**src/logic/cief_pkg.sv**
```systemverilog
`default_nettype none
package cief_pkg;
    localparam int APB_AW = 12;
    localparam int APB_DW = 32;
    localparam int EVT_W = 4;
    // Register indices; the byte address is four times the index.
    localparam logic [7:0] IDX_CORE_CTRL = 8'h0B;
    localparam logic [7:0] IDX_PERIPH_EN = 8'h8C;
    localparam logic [7:0] IDX_EVT_STATUS = 8'h90;
    localparam logic [7:0] IDX_EVT_MASK = 8'h91;
    localparam logic [APB_AW-1:0] ADDR_CORE_CTRL = {2'h0, IDX_CORE_CTRL, 2'h0};
    localparam logic [APB_AW-1:0] ADDR_PERIPH_EN = {2'h0, IDX_PERIPH_EN, 2'h0};
    localparam logic [APB_AW-1:0] ADDR_EVT_STATUS = {2'h0, IDX_EVT_STATUS, 2'h0};
    localparam logic [APB_AW-1:0] ADDR_EVT_MASK = {2'h0, IDX_EVT_MASK, 2'h0};
    localparam logic [7:0] CORE_CTRL_RST = 8'h00;
    localparam logic [7:0] PERIPH_EN_RST = 8'h00;
    localparam logic [7:0] PERIPH_EN_WMASK = 8'h4F;
    localparam logic [EVT_W-1:0] EVT_RST = 4'h0;
    localparam logic [EVT_W-1:0] EVT_WMASK = 4'hF;
    localparam logic [APB_DW-1:0] RDATA_RST = 32'h0000_0000;

    typedef struct packed {
        logic global_irq_enable;
        logic peripheral_group_enable;
        logic timer_zero_overflow_enable;
        logic external_pin_irq_enable;
        logic port_change_irq_enable;
        logic timer_zero_overflow_flag;
        logic external_pin_irq_flag;
        logic port_change_irq_flag;
    } cief_ctrl_t;

    // The peripheral flag input uses this same bit layout.
    typedef struct packed {
        logic unused7;
        logic converter_done_enable;
        logic unused5;
        logic unused4;
        logic serial_port_irq_enable;
        logic capture_compare_irq_enable;
        logic timer_two_match_enable;
        logic timer_one_overflow_enable;
    } cief_pie_t;

    typedef struct packed {
        logic req_rise;
        logic port_chg;
        logic ext_pin;
        logic timer_zero_count_ovf;
    } cief_evt_t;
endpackage
`default_nettype wire

```
**src/logic/cief_core.sv**
```systemverilog
// Behaviour
// - Peripheral requests need the group enable set.
// - Timer-zero overflow requests only when enabled.
// - External pin flag sets, holds, software clears.
// - Each peripheral source gated by own enable.
// - Converter-done request gated by bit six.
// - Timer-two match request gated by bit one.
// - Flags set regardless of any enable.
`timescale 1ns/1ps
`default_nettype none
module cief_core (
    input wire logic MCLK,
    input wire logic SYS_RST,
    input wire logic PSEL,
    input wire logic PENABLE,
    input wire logic PWRITE,
    input wire logic [cief_pkg::APB_AW-1:0] PADDR,
    input wire logic [cief_pkg::APB_DW-1:0] PWDATA,
    output logic [cief_pkg::APB_DW-1:0] PRDATA,
    output logic PREADY,
    output logic PSLVERR,
    input wire logic TIMER_ZERO_COUNT_OVF,
    input wire logic PORT_CHANGE,
    input wire logic EXT_IRQ_PIN,
    input wire cief_pkg::cief_pie_t PERIPH_FLAGS,
    output logic CORE_IRQ,
    output logic IRQ
);
    import cief_pkg::*;

    function automatic logic addr_hit(
        input logic [APB_AW-1:0] a,
        input logic [APB_AW-1:0] t
    );
        addr_hit = (a == t);
    endfunction

    cief_ctrl_t core_interrupt_control_r;
    cief_ctrl_t core_interrupt_control_nxt;
    cief_pie_t peripheral_interrupt_enable_r;
    cief_pie_t peripheral_interrupt_enable_nxt;
    cief_evt_t evt_status_r;
    cief_evt_t evt_status_nxt;
    cief_evt_t evt_mask_r;
    cief_evt_t evt_now;
    logic [APB_DW-1:0] prdata_r;
    logic [APB_DW-1:0] rd_mux;
    logic ext_meta_r;
    logic ext_sync_r;
    logic ext_prev_r;
    logic ext_evt;
    logic core_irq_r;
    logic irq_req;
    logic periph_req;
    logic [2:0] core_hit;
    cief_pie_t periph_hit;
    logic setup_ph;
    logic access_ph;
    logic wr_en;
    logic sel_core;
    logic sel_periph;
    logic sel_status;
    logic sel_mask;
    logic sel_any;

    // The pin is asynchronous; the edge is taken only after two flops.
    always_ff @(posedge MCLK) begin
        if (SYS_RST) begin
            ext_meta_r <= 1'b0;
            ext_sync_r <= 1'b0;
            ext_prev_r <= 1'b0;
        end else begin
            ext_meta_r <= EXT_IRQ_PIN;
            ext_sync_r <= ext_meta_r;
            ext_prev_r <= ext_sync_r;
        end
    end

    // Edge polarity selection lives elsewhere; rising edges are used here.
    assign ext_evt = ext_sync_r & ~ext_prev_r;

    assign setup_ph = PSEL & ~PENABLE;
    assign access_ph = PSEL & PENABLE;
    assign wr_en = access_ph & PWRITE;
    assign sel_core = addr_hit(PADDR, ADDR_CORE_CTRL);
    assign sel_periph = addr_hit(PADDR, ADDR_PERIPH_EN);
    assign sel_status = addr_hit(PADDR, ADDR_EVT_STATUS);
    assign sel_mask = addr_hit(PADDR, ADDR_EVT_MASK);
    assign sel_any = sel_core | sel_periph | sel_status | sel_mask;

    // Hardware sets win over a software write in the same cycle.
    always_comb begin
        core_interrupt_control_nxt = core_interrupt_control_r;
        if (wr_en && sel_core) begin
            core_interrupt_control_nxt = cief_ctrl_t'(PWDATA[7:0]);
        end
        if (TIMER_ZERO_COUNT_OVF) begin
            core_interrupt_control_nxt.timer_zero_overflow_flag = 1'b1;
        end
        if (ext_evt) begin
            core_interrupt_control_nxt.external_pin_irq_flag = 1'b1;
        end
        if (PORT_CHANGE) begin
            core_interrupt_control_nxt.port_change_irq_flag = 1'b1;
        end
    end

    always_ff @(posedge MCLK) begin
        if (SYS_RST) begin
            core_interrupt_control_r <= cief_ctrl_t'(CORE_CTRL_RST);
        end else begin
            core_interrupt_control_r <= core_interrupt_control_nxt;
        end
    end

    always_comb begin
        peripheral_interrupt_enable_nxt = peripheral_interrupt_enable_r;
        if (wr_en && sel_periph) begin
            peripheral_interrupt_enable_nxt = cief_pie_t'(PWDATA[7:0] & PERIPH_EN_WMASK);
        end
    end

    always_ff @(posedge MCLK) begin
        if (SYS_RST) begin
            peripheral_interrupt_enable_r <= cief_pie_t'(PERIPH_EN_RST);
        end else begin
            peripheral_interrupt_enable_r <= peripheral_interrupt_enable_nxt;
        end
    end

    // Each peripheral flag meets only its own enable.
    always_comb begin
        periph_hit = cief_pie_t'(PERIPH_FLAGS & peripheral_interrupt_enable_r & PERIPH_EN_WMASK);
        periph_hit.converter_done_enable = PERIPH_FLAGS.converter_done_enable
            & peripheral_interrupt_enable_r.converter_done_enable;
        periph_hit.timer_two_match_enable = PERIPH_FLAGS.timer_two_match_enable
            & peripheral_interrupt_enable_r.timer_two_match_enable;
    end

    assign periph_req = core_interrupt_control_r.peripheral_group_enable & (|periph_hit);

    assign core_hit[2] = core_interrupt_control_r.timer_zero_overflow_flag
        & core_interrupt_control_r.timer_zero_overflow_enable;
    assign core_hit[1] = core_interrupt_control_r.external_pin_irq_flag
        & core_interrupt_control_r.external_pin_irq_enable;
    assign core_hit[0] = core_interrupt_control_r.port_change_irq_flag
        & core_interrupt_control_r.port_change_irq_enable;

    assign irq_req = core_interrupt_control_r.global_irq_enable & ((|core_hit) | periph_req);

    always_ff @(posedge MCLK) begin
        if (SYS_RST) begin
            core_irq_r <= 1'b0;
        end else begin
            core_irq_r <= irq_req;
        end
    end

    assign CORE_IRQ = core_irq_r;

    // Sticky event log for the system interrupt line, cleared by writing ones.
    always_comb begin
        evt_now.req_rise = irq_req & ~core_irq_r;
        evt_now.port_chg = PORT_CHANGE;
        evt_now.ext_pin = ext_evt;
        evt_now.timer_zero_count_ovf = TIMER_ZERO_COUNT_OVF;
    end

    always_comb begin
        evt_status_nxt = evt_status_r;
        if (wr_en && sel_status) begin
            evt_status_nxt = cief_evt_t'(evt_status_r & ~PWDATA[EVT_W-1:0]);
        end
        evt_status_nxt = cief_evt_t'(evt_status_nxt | evt_now);
    end

    always_ff @(posedge MCLK) begin
        if (SYS_RST) begin
            evt_status_r <= cief_evt_t'(EVT_RST);
        end else begin
            evt_status_r <= evt_status_nxt;
        end
    end

    always_ff @(posedge MCLK) begin
        if (SYS_RST) begin
            evt_mask_r <= cief_evt_t'(EVT_RST);
        end else if (wr_en && sel_mask) begin
            evt_mask_r <= cief_evt_t'(PWDATA[EVT_W-1:0] & EVT_WMASK);
        end
    end

    assign IRQ = |(evt_status_r & evt_mask_r);

    // Read data is sampled in the setup phase, so a flag that sets during
    // the access phase shows on the next read, never as a torn value.
    always_comb begin
        rd_mux = RDATA_RST;
        if (sel_core) begin
            rd_mux[7:0] = core_interrupt_control_r;
        end
        if (sel_periph) begin
            rd_mux[7:0] = peripheral_interrupt_enable_r;
        end
        if (sel_status) begin
            rd_mux[EVT_W-1:0] = evt_status_r;
        end
        if (sel_mask) begin
            rd_mux[EVT_W-1:0] = evt_mask_r;
        end
    end

    always_ff @(posedge MCLK) begin
        if (SYS_RST) begin
            prdata_r <= RDATA_RST;
        end else if (setup_ph && !PWRITE) begin
            prdata_r <= rd_mux;
        end
    end

    assign PRDATA = prdata_r;
    assign PREADY = 1'b1;
    assign PSLVERR = access_ph & ~sel_any;
endmodule
`default_nettype wire

```
**config.mk**
```make
export PLATFORM = sky130hd
export DESIGN_NAME = cief_core
export DESIGN_NICKNAME = d
export VERILOG_FILES = /design/src/logic/cief_pkg.sv /design/src/logic/cief_core.sv
export SDC_FILE = /design/constraint.sdc
export NUM_CORES = 1
export LEC_CHECK = 0
export ABC_AREA = 1
export CAP_MARGIN = 20
export CORE_AREA = 8 8 79 81
export DETAILED_ROUTE_END_ITERATION = 10
export DIE_AREA = 0 0 87 89
export DONT_BUFFER_PORTS = 1
export GPL_TIMING_DRIVEN = 0
export PLACE_DENSITY = 0.52
export SETUP_SLACK_MARGIN = 0.02
export SLEW_MARGIN = 20
export SYNTH_ARGS = -nofsm -noshare
export SYNTH_HDL_FRONTEND = slang
export SYNTH_SLANG_ARGS = --single-unit
```
**constraint.sdc**
```tcl
create_clock -name MCLK -period 1.8 [get_ports MCLK]
set_clock_uncertainty 0.1 [all_clocks]
set_input_delay 0.36 -clock MCLK [delete_from_list [all_inputs] [get_ports MCLK]]
set_output_delay 0.36 -clock MCLK [all_outputs]
set_load 0.01 [all_outputs]
```
# [Word-level counts from Yosys, hierarchy flattened]
# Index checks and enable logic that the tools add are counted.
# Widths: inputs -> output; s select.
[totals] reg_bits=33 latchBits=0 ram_bits=0 rom_bits=0 input_bits=60 output_inout_bits=36 elab_cells=77 mem_count=0
[classes] n_addsub=0 multipliers=0 div_mod_pow=0 magnitude_cmp=0 n_eq_ne=4 shifts=0 mux=9 bitwise=26 reduce_logical=12
[op_table] operator="$eq 12x10->1 const B" count=3
[op_table] operator="$mux 8" count=2
[op_table] operator="$and 1x1->1" count=13
[op_table] operator="$and 4x4->4" count=3
[op_table] operator="$eq 12x6->1 const B" count=1
[op_table] operator="$mux 4" count=3
[op_table] operator="$reduce_bool 2->1" count=3
[op_table] operator="$logic_and 1x1->1" count=5
[op_table] operator="$reduce_or 5->1" count=1
[op_table] operator="$not 1->1" count=4
[op_table] operator="$not 4->4" count=1
[op_table] operator="$or 1x1->1" count=4
[op_table] operator="$or 4x4->4" count=1
[op_table] operator="$reduce_or 4->1" count=1
[op_table] operator="$mux 1" count=3
[op_table] operator="$mux 3" count=1
[op_table] operator="$reduce_or 3->1" count=1
[op_table] operator="$logic_not 1->1" count=1

# [Logic depth before layout (Yosys ltp)]
[depth] ltp_word=7 ltp_mapped=12 ltp_nobuf=11

# [Least setup slack after synthesis]
# OpenSTA, ideal clock, no wires.
[synth_path] kind="input to output" from="input PADDR[10] (netlist name)" to="output PSLVERR" t_arrival_ns=1.010 t_required_ns=1.340 path_slack_ns=0.330 stages=6 path_buffers=0 cell_sequence="inv_1 nand2_1 nor2_4 nand2_1 o21ai_0 nor3_1"
[synth_via] elab_chain_cells=6 elab_cells_between_ends=9 classes_between="4 x eq/ne; 5 x bitwise"
[synth_rtl] item="start, declared" line_no="cief_core.sv:17" rtl="input wire logic [cief_pkg::APB_AW-1:0] PADDR,"
[synth_rtl] item="$eq 12x6->1 / $eq 12x10->1 (equally long branches)" line_no="cief_core.sv:35" rtl="addr_hit = (a == t);"
[synth_rtl] item="$or 1x1->1 (2 in a row)" line_no="cief_core.sv:89" rtl="assign sel_any = sel_core | sel_periph | sel_status | sel_mask;"
[synth_rtl] item="$or 1x1->1 (*)" line_no="cief_core.sv:89"
[synth_rtl] item="$not 1->1 (*)" line_no="cief_core.sv:223" rtl="assign PSLVERR = access_ph & ~sel_any;"
[synth_rtl] item="$and 1x1->1 (*)" line_no="cief_core.sv:223"
[synth_rtl] item="end, declared" line_no="cief_core.sv:21" rtl="output logic PSLVERR,"
# Every way passes the cells marked *; elsewhere a longest branch is shown, timed or not.

# [Worst setup path after layout]
[layout_path] from="input PADDR[8] (netlist name)" to="output PSLVERR"
# The elaborated chain is that of the path after synthesis.

==> impl_metrics.csv <==
group,metric,value,unit
run_status,status,"finished clean",
worst_setup_path,critPathTopFamily,"simple AND/OR/NAND/NOR gates",
synth,synth_top_cell_area_share,0.359,
clock_tree,clkSinkCount,33,
synth,ys_ff_latch,33,
grt,antenna_found_initial,0,
clock_tree,cts_htree_levels,2,
worst_setup_path,crit_slowest_cell,"nor3_4",
synth,synth.avg_cell_area,6.90,sq um
synth,syn_inst,267,
sta,rsz0062_at_grt,"no",
worst_setup_path,crit_required,1340,ps
worst_setup_path,cpPeakStageDelay,290,ps
drt,dr.pass1.iters,4,
worst_setup_path,worst-path-stages,6,
clock_tree,path_clk_slew,60,ps
synth,yosysTopAreaCell,"dfxtp_1",
drt,vias,1620,
worst_setup_path,crit_chain,"inv_1 > nand2_1 > nor2_4 > inv_2 > nor3_4 > nor3_1",
grt,grt.total_usage,0.124,
floorplan,die_x,87,um
grt,grt_max_degree,11,
clock_tree,postCtsHoldBufs,0,
worst_setup_path,cp-end-kind,"output pin",
sta,setup_viol,0,
clock_tree,cts_buffers,5,
layout,syn_to_final_growth,14.1,%
layout,final_area,2100,sq um
sta,hold_viol,0,
worst_setup_path,rr_worst_depth,6,
clock_tree,cts_tree,"yes",
flow_run,maxCapViolCount,0,
sta,drv_slew,0,
synth,yosysWarnings,0,
floorplan,core_area,4980,sq um
pwr,p_leak,1.02,nW
sta,fmax,0.620,GHz
drt,drc_errors,0,
grt,grt_first_pass_wirelength,7.49,mm
floorplan,start_util,0.370,
drt,drtAntennaViolNets,0,
worst_setup_path,crit_type,"in2out",
floorplan,dieArea,7740,sq um
layout,fin_util,0.422,
placed_design,gp_congestion,0.850,
worst_setup_path,crit_arrival,1150,ps
hold_path,min_from,"EXT_IRQ_PIN",
worst_setup_path,r2r_start,"peripheral_interrupt_enable_r[0]",
sta,min_period_over_period,0.896,
clock_tree,clk_path_buf_depth,2,
hold_path,holdPathStages,2,
worst_setup_path,cp_max_fo,8,
floorplan,io_pins,96,
drt,wl,4.71,mm
floorplan,rows,26,
layout,drive_gt1_frac,0.168,
synth,synth_area_leaders,"dfxtp_1 (36%), nand2_1 (12%), buf_4 (10%)",
clock_tree,cts_resized,0,
synth,ys_types,24,
worst_setup_path,crit_start,"PADDR[8]",
sta,period_needed,1610,ps
clock_tree,clockRootBuffer,"clkbuf_8",
grt,grt-ovfl-total,0,
worst_setup_path,start_kind,"input port",
layout,final_nets,357,
grt,grt_pass1_vias,1552,
drt,viasPerCell,4.41,
synth,syn-cell-area,1840,sq um
synth,seq_area_frac_synth,0.359,
drt,routedWlPerCell,12.8,um
pwr,power_density,700,nW/um^2
sta,tns,0,ps
hold_path,hp-class,"in2reg",
layout,antenna_cells,0,
drt,drt-initial-drc-count,71,
floorplan,die_h,89,um
placed_design,postPlaceCellArea,2020,sq um
placed_design,dp.final_hpwl,3.87,mm
clock_tree,insertion_delay,280,ps
clock_tree,cts_setup_buffers,0,
placed_design,portBuffers,0,
worst_setup_path,critical_path_buf_inv_count,2,
pwr,ir_drop,0.467,mV
==> Yosys cell counts, drive strengths merged <==
library cell and n:
nand4 6, nand3 24, o21ai 18, dfxtp 33, conb 2, clkbuf 2
a21oi 20, o211ai 5, or2 1, nor3 4, nor2 30, nand2 60
inv 33, buf 29
==> report_power, final <==
part / internal, mW / total (mW) / switching, mW
registers: 0.746 / 0.759 / 0.0131
clock network: 0.303 / 0.554 / 0.251
logic: 0.0644 / 0.157 / 0.0925
==> per-stage QoR <==
stage / power, mW / cells / setup slack, ps / hold WS [ps]
CTS: 1.49 / 367 / 161 / 80.8
finish: 1.47 / 367 / 187 / 82.7
detailed placement: 0.931 / 360 / 120 / 300
global placement: 0.930 / 360 / 164 / 292
global route: 1.55 / 367 / 75.7 / 78.0
floorplan: 0.908 / 290 / 330 / 288
==> cell families after synthesis <==
| family | count (synthesis) | synth area share |
|---|---|---|
| and+or+nand+nor | 125 | 0.318 |
| DFF | 33 | 0.359 |
| buffers and inverters | 64 | 0.187 |
| other | 2 | 0.00408 |
| AOI/OAI and AO/OA | 43 | 0.132 |
==> sequential cells by signal, summed over array words and instances, names as in the netlist <==
signal                         cells
PRDATA                             8
core_interrupt_control_r           8
peripheral_interrupt_enable_r      5
evt_mask_r                         4
evt_status_r                       4
CORE_IRQ                           1
ext_meta_r                         1
ext_prev_r                         1
ext_sync_r                         1
==> worst paths after layout <==
| path | to | slack [ps] |
|---|---|---|
| max reg2reg | evt_status_r[3] | 590 |
| min reg2reg | ext_sync_r | 310 |
| max | PSLVERR | 190 |
| min | ext_meta_r | 80 |
==> metal layers <==
layer	GRT usage	vias up	share of wire
li1	-	861	-
met1	0.139	704	0.42
met2	0.205	46	0.47
met3	0.0515	9	0.094
met4	0.0516	0	0.016
met5	0	-	0
==> worst register-to-register path, delay by kind of cell (launching register included) <==
family             cells  cell delay, ps
and+or+nand+nor        4             380
DFF                    1             350
AOI/OAI and AO/OA      2             270
==> placed cells by master, fill, tap and decap left out, drive strengths merged <==
master / instances
nand4: 6
nor2: 30
o21ai: 18
buf: 29
a21oi: 20
inv: 33
dfxtp: 33
conb: 25
clkbuf: 9
nand3: 24
or2: 1
o211ai: 5
nor3: 4
nand2: 60
==> layout make-up <==
class                   count  area (sq um)
multi-input cells         193           922
well taps                  70          87.6
fillers                   556          2880
flip-flops and latches     33           661
inverters                  33           124
plain buffers              31           221
clock buffers               7          86.3
No activity file was read; power rests on OpenSTA's default activity.
